`src/verilog/timer_pkg.sv`:
```
// Constants shared by the dual counter/timer and its channel module
package timer_pkg;
  localparam int unsigned CLK_PERIOD_NS   = 100;
  // Internal standard clocks, period in ns, and derived cycle counts
  localparam int unsigned STD0_PERIOD_NS  = 1000;
  localparam int unsigned STD1_PERIOD_NS  = 10000;
  localparam int unsigned STD2_PERIOD_NS  = 100000;
  localparam int unsigned STD0_CYCLES     = STD0_PERIOD_NS / CLK_PERIOD_NS;
  localparam int unsigned STD1_CYCLES     = STD1_PERIOD_NS / CLK_PERIOD_NS;
  localparam int unsigned STD2_CYCLES     = STD2_PERIOD_NS / CLK_PERIOD_NS;
  localparam int unsigned NUM_CHAN        = 2;
  localparam int unsigned COUNT_W         = 16;
  localparam int unsigned ADDR_W          = 6;
  // Register byte offsets inside the 64-byte window
  localparam logic [5:0]  CTRL0_OFS       = 6'h00;
  localparam logic [5:0]  CTRL1_OFS       = 6'h04;
  localparam logic [5:0]  COUNT0_OFS      = 6'h08;
  localparam logic [5:0]  COUNT1_OFS      = 6'h0c;
  localparam logic [5:0]  PINS_OFS        = 6'h10;
  // Control register fields
  localparam int unsigned CTRL_EN_BIT     = 0;
  localparam int unsigned CTRL_GSEL_BIT   = 1;
  localparam int unsigned CTRL_CSEL_LSB   = 2;
  localparam int unsigned CTRL_MODE_LSB   = 4;
  localparam logic [7:0]  CTRL_RESET      = 8'h00;
  // Clock source codes
  localparam logic [1:0]  CSEL_EXT        = 2'h0;
  // Counting modes
  localparam logic [1:0]  MODE_FREE       = 2'h0;
  localparam logic [1:0]  MODE_PERIOD     = 2'h1;
  localparam logic [1:0]  MODE_GATECNT    = 2'h2;
  localparam logic [1:0]  MODE_CLKCNT     = 2'h3;
  localparam logic [15:0] COUNT_RESET     = 16'h0000;
  localparam logic [15:0] COUNT_MAX       = 16'hffff;
  // Bus answer state
  typedef enum logic [1:0] {
    BUS_WAIT = 2'b01,
    BUS_ACK  = 2'b10
  } bus_state_e;
endpackage

```
`src/verilog/counter_channel.sv`:
```
// One 16-bit counter channel with clock/gate qualification
`timescale 1ns/1ns
module counter_channel #(
  parameter bit NEG_GATE = 1'b0
) (
  input  wire logic        clk,
  input  wire logic        reset,
  input  wire logic        enable,
  input  wire logic [1:0]  clk_sel,
  input  wire logic [1:0]  mode,
  input  wire logic        ext_clk,
  input  wire logic        gate,
  input  wire logic [2:0]  std_tick,
  input  wire logic        clear,
  output logic      [15:0] count,
  output logic             cnt_out,
  output logic             freq_out
);
  logic        ext_prev_r;
  logic        gate_prev_r;
  logic [15:0] count_r;
  logic [15:0] count_nxt;
  logic        cout_r;
  logic        cout_nxt;
  logic        fout_r;
  logic        fout_nxt;
  logic        clk_evt;
  logic        gate_act;
  logic        step;

  always_comb begin
    if (clk_sel == timer_pkg::CSEL_EXT) begin
      clk_evt = ext_clk & ~ext_prev_r;
    end else begin
      clk_evt = std_tick[clk_sel - 2'h1];
    end
    // Period mode: channel 0 counts gate high, channel 1 gate low
    gate_act = NEG_GATE ? ~gate : gate;
    case (mode)
      timer_pkg::MODE_PERIOD:  step = clk_evt & gate_act;
      timer_pkg::MODE_GATECNT: step = gate & ~gate_prev_r;
      timer_pkg::MODE_CLKCNT:  step = clk_evt;
      default:                 step = clk_evt;
    endcase
    count_nxt = count_r;
    cout_nxt  = cout_r;
    fout_nxt  = fout_r;
    if (clear) begin
      count_nxt = timer_pkg::COUNT_RESET;
    end else if (enable && step) begin
      count_nxt = count_r + 16'h0001;
      if (count_r == timer_pkg::COUNT_MAX) begin
        cout_nxt = ~cout_r;
      end
    end
    // Frequency output is the selected source halved, independent of gate
    if (enable && clk_evt) begin
      fout_nxt = ~fout_r;
    end
  end

  always_ff @(posedge clk) begin
    if (reset) begin
      ext_prev_r  <= 1'b0;
      gate_prev_r <= 1'b0;
      count_r     <= timer_pkg::COUNT_RESET;
      cout_r      <= 1'b0;
      fout_r      <= 1'b0;
    end else begin
      ext_prev_r  <= ext_clk;
      gate_prev_r <= gate;
      count_r     <= count_nxt;
      cout_r      <= cout_nxt;
      fout_r      <= fout_nxt;
    end
  end

  assign count    = count_r;
  assign cnt_out  = cout_r;
  assign freq_out = fout_r;
endmodule // counter_channel

```
`src/verilog/dual_counter_timer.sv`:
```
// Two-channel counter/timer with an Avalon-MM register slave
// How it works
// - Register picks own or neighbouring gate source.
// - Register picks external or internal standard clock.
// - Counter 0 period mode counts gate high.
// - Counter 1 period mode counts gate low.
// - Gate-count mode counts pulses on gate input.
// - Clock-count mode counts every clock pulse.
// - Block decodes a 64-byte address window.
// - Registers sit at byte offsets from base.
`timescale 1ns/1ns
module dual_counter_timer (
  input  wire logic        clk,
  input  wire logic        reset,
  input  wire logic [5:0]  address,
  input  wire logic        read,
  input  wire logic        write,
  input  wire logic [3:0]  byteenable,
  input  wire logic [31:0] writedata,
  output logic      [31:0] readdata,
  output logic             waitrequest,
  input  wire logic [1:0]  ext_clk_pin,
  input  wire logic [1:0]  gate_pin,
  output logic      [1:0]  counter_output_pin,
  output logic      [1:0]  frequency_output_pin
);
  // Bus answer: one wait cycle, then waitrequest low for one cycle
  timer_pkg::bus_state_e bus_r;
  timer_pkg::bus_state_e bus_nxt;
  logic [31:0] rdata_r;
  logic [31:0] rdata_nxt;
  logic [7:0]  ctrl_r   [2];
  logic [7:0]  ctrl_nxt [2];
  logic [1:0]  clr_r;
  logic [1:0]  clr_nxt;
  logic [1:0]  clk_s1_r;
  logic [1:0]  clk_s2_r;
  logic [1:0]  gate_s1_r;
  logic [1:0]  gate_s2_r;
  logic [15:0] pre_r [3];
  logic [15:0] pre_nxt [3];
  logic [2:0]  tick_r;
  logic [2:0]  tick_nxt;
  logic [15:0] count [2];
  logic [1:0]  cout;
  logic [1:0]  fout;
  logic        accept;

  assign accept = (read | write) & (bus_r == timer_pkg::BUS_ACK);

  always_comb begin
    bus_nxt   = timer_pkg::BUS_WAIT;
    rdata_nxt = rdata_r;
    ctrl_nxt  = ctrl_r;
    clr_nxt   = 2'b00;
    if (bus_r == timer_pkg::BUS_WAIT && (read || write)) begin
      bus_nxt = timer_pkg::BUS_ACK;
      if (read) begin
        // Low six address bits select within the 64-byte window
        case (address)
          timer_pkg::CTRL0_OFS:  rdata_nxt = {24'h000000, ctrl_r[0]};
          timer_pkg::CTRL1_OFS:  rdata_nxt = {24'h000000, ctrl_r[1]};
          timer_pkg::COUNT0_OFS: rdata_nxt = {16'h0000, count[0]};
          timer_pkg::COUNT1_OFS: rdata_nxt = {16'h0000, count[1]};
          timer_pkg::PINS_OFS:   rdata_nxt = {24'h000000, cout, fout, gate_s2_r, clk_s2_r};
          default:               rdata_nxt = 32'h00000000;
        endcase
      end
    end
    // Writes land only on the edge that completes the transfer
    if (write && accept) begin
      case (address)
        timer_pkg::CTRL0_OFS: if (byteenable[0]) ctrl_nxt[0] = writedata[7:0];
        timer_pkg::CTRL1_OFS: if (byteenable[0]) ctrl_nxt[1] = writedata[7:0];
        timer_pkg::COUNT0_OFS: clr_nxt[0] = 1'b1;
        timer_pkg::COUNT1_OFS: clr_nxt[1] = 1'b1;
        default: clr_nxt = 2'b00;
      endcase
    end
  end

  always_ff @(posedge clk) begin
    if (reset) begin
      bus_r   <= timer_pkg::BUS_WAIT;
      rdata_r <= 32'h00000000;
      ctrl_r  <= '{timer_pkg::CTRL_RESET, timer_pkg::CTRL_RESET};
      clr_r   <= 2'b00;
    end else begin
      bus_r   <= bus_nxt;
      rdata_r <= rdata_nxt;
      ctrl_r  <= ctrl_nxt;
      clr_r   <= clr_nxt;
    end
  end

  // Internal standard clocks: one-cycle ticks at three rates
  localparam logic [15:0] PRE_LAST [3] = '{
    16'(timer_pkg::STD0_CYCLES - 1),
    16'(timer_pkg::STD1_CYCLES - 1),
    16'(timer_pkg::STD2_CYCLES - 1)
  };

  always_comb begin
    for (int i = 0; i < 3; i++) begin
      tick_nxt[i] = (pre_r[i] == PRE_LAST[i]);
      pre_nxt[i]  = tick_nxt[i] ? 16'h0000 : pre_r[i] + 16'h0001;
    end
  end

  always_ff @(posedge clk) begin
    if (reset) begin
      pre_r  <= '{16'h0000, 16'h0000, 16'h0000};
      tick_r <= 3'b000;
    end else begin
      pre_r  <= pre_nxt;
      tick_r <= tick_nxt;
    end
  end

  // Pins are asynchronous: two flops before anything looks at them
  always_ff @(posedge clk) begin
    if (reset) begin
      clk_s1_r  <= 2'b00;
      clk_s2_r  <= 2'b00;
      gate_s1_r <= 2'b00;
      gate_s2_r <= 2'b00;
    end else begin
      clk_s1_r  <= ext_clk_pin;
      clk_s2_r  <= clk_s1_r;
      gate_s1_r <= gate_pin;
      gate_s2_r <= gate_s1_r;
    end
  end

  genvar ch;
  generate
    for (ch = 0; ch < 2; ch++) begin : g_chan
      logic gate_src;
      // Gate N or gate N-1; channel 0 wraps to channel 1
      assign gate_src = ctrl_r[ch][timer_pkg::CTRL_GSEL_BIT] ?
                        gate_s2_r[(ch + 1) % 2] : gate_s2_r[ch];
      counter_channel #(
        .NEG_GATE (ch == 1)
      ) u_chan (
        .clk      (clk),
        .reset    (reset),
        .enable   (ctrl_r[ch][timer_pkg::CTRL_EN_BIT]),
        .clk_sel  (ctrl_r[ch][timer_pkg::CTRL_CSEL_LSB +: 2]),
        .mode     (ctrl_r[ch][timer_pkg::CTRL_MODE_LSB +: 2]),
        .ext_clk  (clk_s2_r[ch]),
        .gate     (gate_src),
        .std_tick (tick_r),
        .clear    (clr_r[ch]),
        .count    (count[ch]),
        .cnt_out  (cout[ch]),
        .freq_out (fout[ch])
      );
    end
  endgenerate

  assign readdata             = rdata_r;
  // One-hot code: the wait bit is itself the flop, so no gate sits before the pin
  assign waitrequest          = bus_r[0];
  assign counter_output_pin   = cout;
  assign frequency_output_pin = fout;
endmodule // dual_counter_timer

```
`config.mk`:
```
export PLATFORM = sky130hd
export DESIGN_NAME = dual_counter_timer
export DESIGN_NICKNAME = d
export VERILOG_FILES = /design/src/verilog/timer_pkg.sv /design/src/verilog/counter_channel.sv /design/src/verilog/dual_counter_timer.sv
export SDC_FILE = /design/constraint.sdc
export NUM_CORES = 1
export LEC_CHECK = 0
export CAP_MARGIN = 20
export CORE_MARGIN = 2
export CORE_UTILIZATION = 63
export DETAILED_ROUTE_END_ITERATION = 8
export DONT_BUFFER_PORTS = 1
export GPL_ROUTABILITY_DRIVEN = 0
export GPL_TIMING_DRIVEN = 0
export PLACE_DENSITY = 0.79
export SLEW_MARGIN = 10
export SYNTH_ARGS = -nofsm -noshare
export SYNTH_HDL_FRONTEND = slang
export SYNTH_SLANG_ARGS = --single-unit
```
`constraint.sdc`:
```
create_clock -name clk -period 3.1 [get_ports clk]
set_input_delay 0.155 -clock clk [delete_from_list [all_inputs] [get_ports clk]]
set_output_delay 0.155 -clock clk [all_outputs]
set_load 0.02 [all_outputs]
```
==> results of run 1 <==
## worst max-delay path by stage
stage | slack (ns) | to | cells after the start | from
5_1_grt | 0.29 | g_chan[1].u_chan.count[0]$_SDFFE_PP0P_ | 9 | ctrl_r[2]$_SDFFE_PP0P_
2_1_floorplan | 0.80 | g_chan[1].u_chan.count[1]$_SDFFE_PP0P_ | 9 | ctrl_r[2]$_SDFFE_PP0P_
3_5_place_dp | 0.43 | g_chan[1].u_chan.count[1]$_SDFFE_PP0P_ | 9 | ctrl_r[2]$_SDFFE_PP0P_
4_1_cts | 0.42 | g_chan[1].u_chan.count[1]$_SDFFE_PP0P_ | 9 | ctrl_r[2]$_SDFFE_PP0P_
6_report | 0.39 | g_chan[1].u_chan.count[1]$_SDFFE_PP0P_ | 9 | ctrl_r[2]$_SDFFE_PP0P_
3_3_place_gp | 0.50 | g_chan[1].u_chan.count[1]$_SDFFE_PP0P_ | 9 | ctrl_r[2]$_SDFFE_PP0P_
## registers in the layout, indices dropped and copies added, names as in the netlist, 3 cells and up
signal and flops:
tick_r 3, pre_r 48, g_chan.u_chan.count 32, ctrl_r 16, readdata 16
## worst max-delay path, stage by stage, from the launching register on
cell and delay [ns]:
dfxtp_1 0.40, inv_1 0.06, ha_1 0.30, mux2_2 0.33
a221oi_1 0.40, o31a_2 0.32, buf_2 0.25, buf_2 0.25
mux2i_1 0.21, nor2_1 0.05
## power by group
| part | internal, mW | switching, mW | leakage (nW) | total [mW] |
|---|---|---|---|---|
| clock network | 1.24 | 0.793 | 0.283 | 2.03 |
| logic | 0.0631 | 0.0974 | 1.15 | 0.161 |
| registers | 1.76 | 0.0364 | 1.09 | 1.80 |
## metal layers
layer  wire length, µm  share of wire
met1              6010           0.41
met2              7400           0.50
met3               954          0.065
met4               391          0.027
met5                 0              0
## timing repair
| action | in CTS | in global routing |
|---|---|---|
| gates resized for setup | 0 | 0 |
| setup endpoints to repair | 0 | 0 |
| endpoints found under the hold margin | 24 | 0 |
| hold buffers | 15 | 0 |
## through the flow
step	power (mW)	cells	util	setup slack [ns]	instance area, µm²
2_1_floorplan	1.94	696	-	0.796	6110
3_3_place_gp	1.97	825	0.676	0.499	6270
3_5_place_dp	1.98	825	0.676	0.433	6270
4_1_cts	3.99	872	0.756	0.422	7020
5_1_grt	4.10	872	0.756	0.287	7020
6_report	3.99	872	0.756	0.387	7020
## area by class of cell
cell class / count / share of cell area
repair buffers: 15 / 0.0214
well taps: 129 / 0.0230
plain buffers: 52 / 0.0408
clock buffers: 19 / 0.0601
multi-input cells: 488 / 0.434
flip-flops and latches: 135 / 0.385
inverters: 21 / 0.0112
clock inverters: 13 / 0.0244
## cell families after synthesis
family	count (synthesis)	share of synthesized area
simple gates	290	0.249
flops	135	0.446
compound gates	99	0.112
buf+inv	73	0.0603
xor+xnor	50	0.0723
mux	22	0.0368
fa+ha+maj	11	0.0227
other cells	1	0.000619
## cells in the mapped netlist, drive strengths merged, types with 20 or more instances
library cell	n
nand2	36
inv	21
or3	22
mux2i	20
dfxtp	135
nand3	22
nor2	104
buf	32
xor2	23
a21oi	27
clkbuf	20
xnor2	27
## cells in the final DEF, fill, tap and decap left out, types with 10 or more instances in the layout
master	netlist	routed
xor2_1	23	23
nand4_1	13	13
dlygate4sd3_1	0	15
nand2_1	36	36
conb_1	1	16
nand3_1	21	21
buf_4	20	20
and3_1	10	10
xnor2_1	27	27
a21oi_1	27	27
or4_1	11	11
o21ai_0	18	18
nor2b_1	14	14
clkbuf_16	0	16
mux2i_1	20	20
or3_1	21	21
nor2_1	104	104
ha_1	11	11
clkbuf_1	20	22
nor3_1	11	11
inv_1	21	21
nor4_1	11	11
a22oi_1	16	16
dfxtp_1	135	135
==> impl_metrics.json, run 1 <==
{
  "outcome": "completed",
  "grt_pass1_vias": 5001,
  "drive_above_1_share": 0.0956,
  "synth_flop_cell": "dfxtp_1",
  "dp_hpwl_um": 10100,
  "cts_root_buf": "clkbuf_8",
  "grt_pass1_wl_um": 23400,
  "synthCells": 681,
  "cap_violations": 0,
  "hold_depth": 4,
  "die_w_um": 102,
  "r2r_cells": 9,
  "drc_errors": 0,
  "use_met1": 0.320,
  "synth-seq-area-share": 0.446,
  "fill_cells": 685,
  "antenna_found_initial": 0,
  "end_kind": "flop",
  "setup_viol_count_final": 0,
  "vias_per_cell": 5.88,
  "first_pass_iters": 8,
  "grt.total_usage": 0.291,
  "vias": 5124,
  "timing.rr.start": "ctrl_r[2]$_SDFFE_PP0P_",
  "final_nets": 791,
  "ys_ff_latch": 135,
  "fin_skew_ns": 0.0106,
  "initial_core_util": 0.652,
  "rsz0062_at_grt": "false",
  "die_area_um2": 10400,
  "path_clk_slew_ns": 0.06,
  "cts_setup_buffers": 0,
  "required_ns": 3.49,
  "hold_end": "readdata[3]$_SDFFE_PP0P_",
  "max_slew.worst_pin.slew_ns": 0.690,
  "ff2ff_setup_slack_ns": 0.39,
  "numCtsBuffers": 17,
  "multi_input_area_um2": 3040,
  "min_from": "read",
  "worstPathArrival_ns": 3.11,
  "yosys-top-cells-area": "dfxtp_1, nor2_1, xnor2_1",
  "synth_warnings": 0,
  "vdd_ir_drop_max_uv": 429,
  "path_class": "flop to flop",
  "seq_area_um2": 2700,
  "first_iter_violations": 260,
  "hold_slack_ns": 0.0602,
  "wirelength_um": 14800,
  "grt_remaining_overflow": 0,
  "powerDensity_nw_per_um2": 569,
  "core_area_um2": 9280,
  "post-route-period-util": 0.875,
  "avgSynthCellArea_um2": 8.89,
  "clock_path_buffers": 2,
  "io_pins": 87,
  "rows": 35,
  "drv_slew": 0,
  "grt_max_degree": 17,
  "area_growth_pct": 15.9,
  "min_period_ns": 2.71,
  "busiest_layer": "met2",
  "synth_top_area_share": 0.446,
  "insertion_delay_ns": 0.52,
  "htree_num_levels": 4,
  "cts_tree": "built",
  "critPathMaxFanout": 10,
  "async_flop_share": 0,
  "hp-class": "primary input to flop",
  "r2r-end": "g_chan[1].u_chan.count[1]$_SDFFE_PP0P_",
  "grtUsageMet2": 0.512,
  "synth_edf_count": 0,
  "hold_violations": 0,
  "setup_tns_ns": 0,
  "synth_top_cell_by_area": "dfxtp_1",
  "die_height_um": 102,
  "numClockSinks": 135,
  "worstSetupStartpointType": "flop",
  "wl_per_cell_um": 16.9,
  "io_buffers": 0,
  "antennaDiodeCount": 0,
  "postRouteAntennaNets": 0,
  "met3_usage": 0.0944,
  "p_leak_nw": 2.53,
  "max_slew_margin": 0.538,
  "synthesis.area_um2": 6060,
  "ys_types": 51,
  "fmax_mhz": 369
}
Power figures use the tool's default switching activity.
==> run 2, diff against run 1 <==
Settings changed: CORE_UTILIZATION 63 to 65, PLACE_DENSITY 0.79 to 0.81.
Clock period 3.1 ns to 3.15 ns, I/O delays scaled along.
==> impl_metrics.json, run 2 (same netlist as run 1, synthesis figures left out) <==
{
  "die_w_um": 101,
  "critPathMaxFanout": 10,
  "final_common_cell": "dfxtp_1",
  "outcome": "completed",
  "post-route-period-util": 0.874,
  "crit_top_cell": "buf_2",
  "min_period_ns": 2.75,
  "postRouteAntennaNets": 0,
  "largest-register": "pre_r",
  "cts_tree": "built",
  "r2r-end": "g_chan[1].u_chan.count[1]$_SDFFE_PP0P_",
  "path_class": "flop to flop",
  "worstPathArrival_ns": 3.16,
  "clock_path_buffers": 2,
  "hp-class": "primary input to flop",
  "vias_per_cell": 6.07,
  "hold_violations": 0,
  "powerDensity_nw_per_um2": 566,
  "final_cell_mix": "dfxtp_1, nor2_1, nand2_1",
  "p_leak_nw": 2.55,
  "largest_reg_flops": 48,
  "numClockSinks": 135,
  "setup_viol_count_final": 0,
  "dp_hpwl_um": 9990,
  "antennaDiodeCount": 0,
  "cp_slowest_stage_delay_ns": 0.46,
  "die_height_um": 101,
  "required_ns": 3.56,
  "max_slew_margin": 0.503,
  "max_slew.worst_pin.slew_ns": 0.741,
  "end_kind": "flop",
  "first_pass_iters": 6,
  "wirelength_um": 14400,
  "grt_pass1_wl_um": 23100,
  "vdd_ir_drop_max_uv": 474,
  "cp_cell_sequence": "inv_1, ha_1, mux2_2, a221oi_1, o31a_2, buf_2, buf_2, mux2i_1, nor2_1",
  "htree_num_levels": 4,
  "io_pins": 87,
  "insertion_delay_ns": 0.54,
  "setup_tns_ns": 0,
  "area_growth_pct": 15.8,
  "core_area_um2": 9150,
  "first_iter_violations": 381,
  "drv_slew": 0,
  "rsz0062_at_grt": "false",
  "io_buffers": 0,
  "fin_skew_ns": 0.0109,
  "grt.total_usage": 0.292,
  "hold_end": "readdata[1]$_SDFFE_PP0P_",
  "path_clk_slew_ns": 0.06,
  "grt_max_degree": 17,
  "grt_remaining_overflow": 0,
  "cts_root_buf": "clkbuf_8",
  "vias": 5183,
  "grt_pass1_vias": 4930,
  "timing.rr.start": "ctrl_r[2]$_SDFFE_PP0P_",
  "numCtsBuffers": 17,
  "postCtsResizedCells": 0,
  "slowest_stage": "a221oi_1",
  "r2r_cells": 9,
  "worstSetupStartpointType": "flop",
  "final_nets": 791,
  "min_from": "read",
  "cap_violations": 0,
  "ff2ff_setup_slack_ns": 0.40,
  "drive_above_1_share": 0.0983,
  "wl_per_cell_um": 16.9,
  "rows": 35,
  "fmax_mhz": 363,
  "die_area_um2": 10100,
  "p_total_mw": 3.97,
  "hold_depth": 4,
  "drc_errors": 0,
  "antenna_found_initial": 0,
  "initial_core_util": 0.662
}
-- run 2: power breakdown --
part	switching [mW]	total (mW)	internal, mW
clock	0.790	2.04	1.25
combinational	0.0968	0.159	0.0620
sequential	0.0357	1.77	1.74
-- run 2: stage by stage --
step	utilization	worst slack [ns]	cells	cell area, µm²	hold WS (ns)
floorplan	-	0.846	696	6110	0.286
global placement	0.683	0.524	807	6250	0.288
detailed placement	0.683	0.424	807	6250	0.291
CTS	0.766	0.404	854	7010	0.0419
global route	0.766	0.222	854	7010	0.0715
finish	0.766	0.397	854	7010	0.0619
-- run 2: worst max path at each step --
stage          slack, ns  cells past startpoint                    from                                endpoint
4_1_cts             0.40                      9  ctrl_r[2]$_SDFFE_PP0P_  g_chan[1].u_chan.count[1]$_SDFFE_PP0P_
2_1_floorplan       0.85                      9  ctrl_r[2]$_SDFFE_PP0P_  g_chan[1].u_chan.count[1]$_SDFFE_PP0P_
3_5_place_dp        0.42                      9  ctrl_r[2]$_SDFFE_PP0P_  g_chan[1].u_chan.count[1]$_SDFFE_PP0P_
6_report            0.40                      9  ctrl_r[2]$_SDFFE_PP0P_  g_chan[1].u_chan.count[1]$_SDFFE_PP0P_
5_1_grt             0.22                      9  ctrl_r[2]$_SDFFE_PP0P_  g_chan[1].u_chan.count[1]$_SDFFE_PP0P_
3_3_place_gp        0.52                      9  ctrl_r[2]$_SDFFE_PP0P_  g_chan[1].u_chan.count[1]$_SDFFE_PP0P_
-- run 2: worst max-delay path, delay by kind of cell, from the launching register on --
kind                       cells  cell delay [ns]
AOI/OAI and AO/OA              2             0.76
adders and majority gates      1             0.30
buffers and inverters          3             0.55
DFF                            1             0.40
muxes                          2             0.56
and+or+nand+nor                1             0.05
-- run 2: area by class of cell --
class / count / area (µm²)
Clock buffer: 18 / 428
Inverter: 21 / 78.8
Tap cell: 111 / 139
Clock inverter: 14 / 181
Buffer: 52 / 287
Timing Repair Buffer: 15 / 150
Sequential cell: 135 / 2700
Fill cell: 629 / 2140
Multi-Input combinational cell: 488 / 3040
-- run 2: layer usage --
| metal | global-route usage | up-vias | part of all wire |
|---|---|---|---|
| met5 | 0 | - | 0 |
| met4 | 0.131 | 0 | 0.030 |
| met3 | 0.0763 | 41 | 0.069 |
| met2 | 0.511 | 197 | 0.50 |
| met1 | 0.336 | 2469 | 0.40 |
| li1 | - | 2476 | - |
-- run 2: what timing repair did --
| action | in CTS | in global routing |
|---|---|---|
| hold buffers | 15 | 0 |
| endpoints found under the hold margin | 24 | 0 |
| buffers inserted | 0 | 0 |
==> run 3, diff against run 2 <==
Settings changed: CORE_UTILIZATION 65 to 35, CTS_BUF_LIST set to sky130_fd_sc_hd__clkbuf_4, PLACE_DENSITY 0.81 to not set, SLEW_MARGIN 10 to 40.
==> impl_metrics.json, run 3 (same netlist as run 1, synthesis figures left out) <==
{
  "vias": 4864,
  "cts_root_buf": "clkbuf_4",
  "io_pins": 87,
  "required_ns": 3.57,
  "cp_cell_sequence": "inv_1, ha_1, mux2_2, a221oi_1, o31a_2, buf_2, buf_2, mux2i_1, nor2_1",
  "drc_errors": 0,
  "htree_num_levels": 4,
  "hold_depth": 3,
  "setup_tns_ns": 0,
  "rsz0062_at_grt": "false",
  "final_cell_mix": "dfxtp_1, nor2_1, nand2_1",
  "first_pass_iters": 7,
  "setup_viol_count_final": 0,
  "hold_slack_ns": 0.0448,
  "numCtsBuffers": 17,
  "cp.depth": 9,
  "cp_top_family": "compound AO/OA/AOI/OAI gates",
  "vias_per_cell": 5.01,
  "p_leak_nw": 2.40,
  "powerDensity_nw_per_um2": 452,
  "worstPathArrival_ns": 3.12,
  "fmax_mhz": 371,
  "placed_cells": 921,
  "critPathMaxFanout": 10,
  "drive_above_1_share": 0.0914,
  "cts_tree": "built",
  "initial_core_util": 0.354,
  "crit_top_cell": "buf_2",
  "path_class": "flop to flop",
  "max_slew_margin": 0.492,
  "die_w_um": 136,
  "vdd_ir_drop_max_uv": 197,
  "grt_pass1_wl_um": 22300,
  "largest_reg_flops": 48,
  "first_iter_violations": 289,
  "grt.total_usage": 0.156,
  "outcome": "completed",
  "grt_remaining_overflow": 0,
  "rows": 48,
  "post-route-period-util": 0.855,
  "area_growth_pct": 13.1,
  "hold_violations": 0,
  "grt_max_degree": 17,
  "final_nets": 793,
  "wl_per_cell_um": 14.2,
  "hp-class": "primary input to flop",
  "largest-register": "pre_r",
  "final.setup.worst_slack_ns": 0.456,
  "fin_skew_ns": 0.0206,
  "final_cells": 971,
  "slowest_stage": "dfxtp_1",
  "final_common_cell": "dfxtp_1",
  "core_area_um2": 17100,
  "min_period_ns": 2.69,
  "dp_worst_setup_slack_ns": 0.455,
  "drv_slew": 0,
  "grt_pass1_vias": 4471,
  "hold_end": "g_chan[1].u_chan.count[6]$_SDFFE_PP0P_",
  "dp_hpwl_um": 10100,
  "min_from": "reset",
  "insertion_delay_ns": 0.55,
  "die_area_um2": 18400,
  "worstSetupStartpointType": "flop",
  "cp_slowest_stage_delay_ns": 0.44,
  "cts_setup_buffers": 0,
  "clock_path_buffers": 2,
  "cp.buffers_inverters": 3,
  "max_slew.worst_pin.slew_ns": 0.758,
  "antenna_found_initial": 2,
  "timing.rr.start": "ctrl_r[2]$_SDFFE_PP0P_",
  "numClockSinks": 135,
  "postRouteAntennaNets": 0,
  "cap_violations": 0,
  "p_total_mw": 3.09,
  "r2r_cells": 9,
  "ff2ff_setup_slack_ns": 0.46,
  "io_buffers": 0,
  "wirelength_um": 13800,
  "die_height_um": 136,
  "path_clk_slew_ns": 0.12,
  "r2r-end": "g_chan[1].u_chan.count[1]$_SDFFE_PP0P_",
  "end_kind": "flop"
}
-- run 3: changes by cell type in the layout (fill, tap and decap cells not counted), sizes merged --
cell,previous run,this run
clkbuf,38,39
clkinv,2,7
clkinvlp,1,2
diode,0,2
dlygate4sd3,15,17
inv,29,21
-- run 3: layout make-up --
cell class	count	area, µm²
Timing Repair Buffer	17	170
Clock buffer	19	143
Sequential cell	135	2700
Clock inverter	12	135
Multi-Input combinational cell	488	3040
Buffer	52	287
Fill cell	1763	10300
Inverter	21	78.8
Tap cell	225	282
Antenna cell	2	5.00
-- run 3: how the worst max path moves through the flow --
stage	start	to	slack [ns]
after global routing	ctrl_r[2]$_SDFFE_PP0P_	g_chan[1].u_chan.count[1]$_SDFFE_PP0P_	0.26
after detailed placement	ctrl_r[2]$_SDFFE_PP0P_	g_chan[1].u_chan.count[1]$_SDFFE_PP0P_	0.46
after floorplan	ctrl_r[2]$_SDFFE_PP0P_	g_chan[1].u_chan.count[1]$_SDFFE_PP0P_	0.85
after CTS	ctrl_r[2]$_SDFFE_PP0P_	g_chan[1].u_chan.count[1]$_SDFFE_PP0P_	0.43
final	ctrl_r[2]$_SDFFE_PP0P_	g_chan[1].u_chan.count[1]$_SDFFE_PP0P_	0.46
after global placement	ctrl_r[2]$_SDFFE_PP0P_	g_chan[1].u_chan.count[1]$_SDFFE_PP0P_	0.46
-- run 3: repair_timing --
item                      in CTS  in global routing
hold buffers                  17                  0
gates resized for setup        0                  0
hold endpoints to repair      30                  0
-- run 3: per-stage QoR --
step	utilization	instance area [µm²]
6_report	0.400	6850
5_1_grt	0.400	6850
4_1_cts	0.400	6840
3_5_place_dp	0.374	6390
3_3_place_gp	0.374	6390
2_1_floorplan	-	6110
-- run 3: tightest hold or removal path, delay by kind of cell --
family / cells / cell delay, ns
and+or+nand+nor: 1 / 0.08
AOI/OAI and AO/OA: 1 / 0.07
buffers and inverters: 1 / 0.26
-- run 3: per-layer routing --
layer  part of all wire  global-route usage
met1               0.47               0.198
met2               0.45               0.250
met3              0.064              0.0550
met4              0.013              0.0475
met5                  0                   0
-- run 3: where the power goes --
| group | switching (mW) | internal (mW) |
|---|---|---|
| logic | 0.0949 | 0.0625 |
| registers | 0.0369 | 1.73 |
| clock network | 0.615 | 0.548 |
| total | 0.747 | 2.34 |
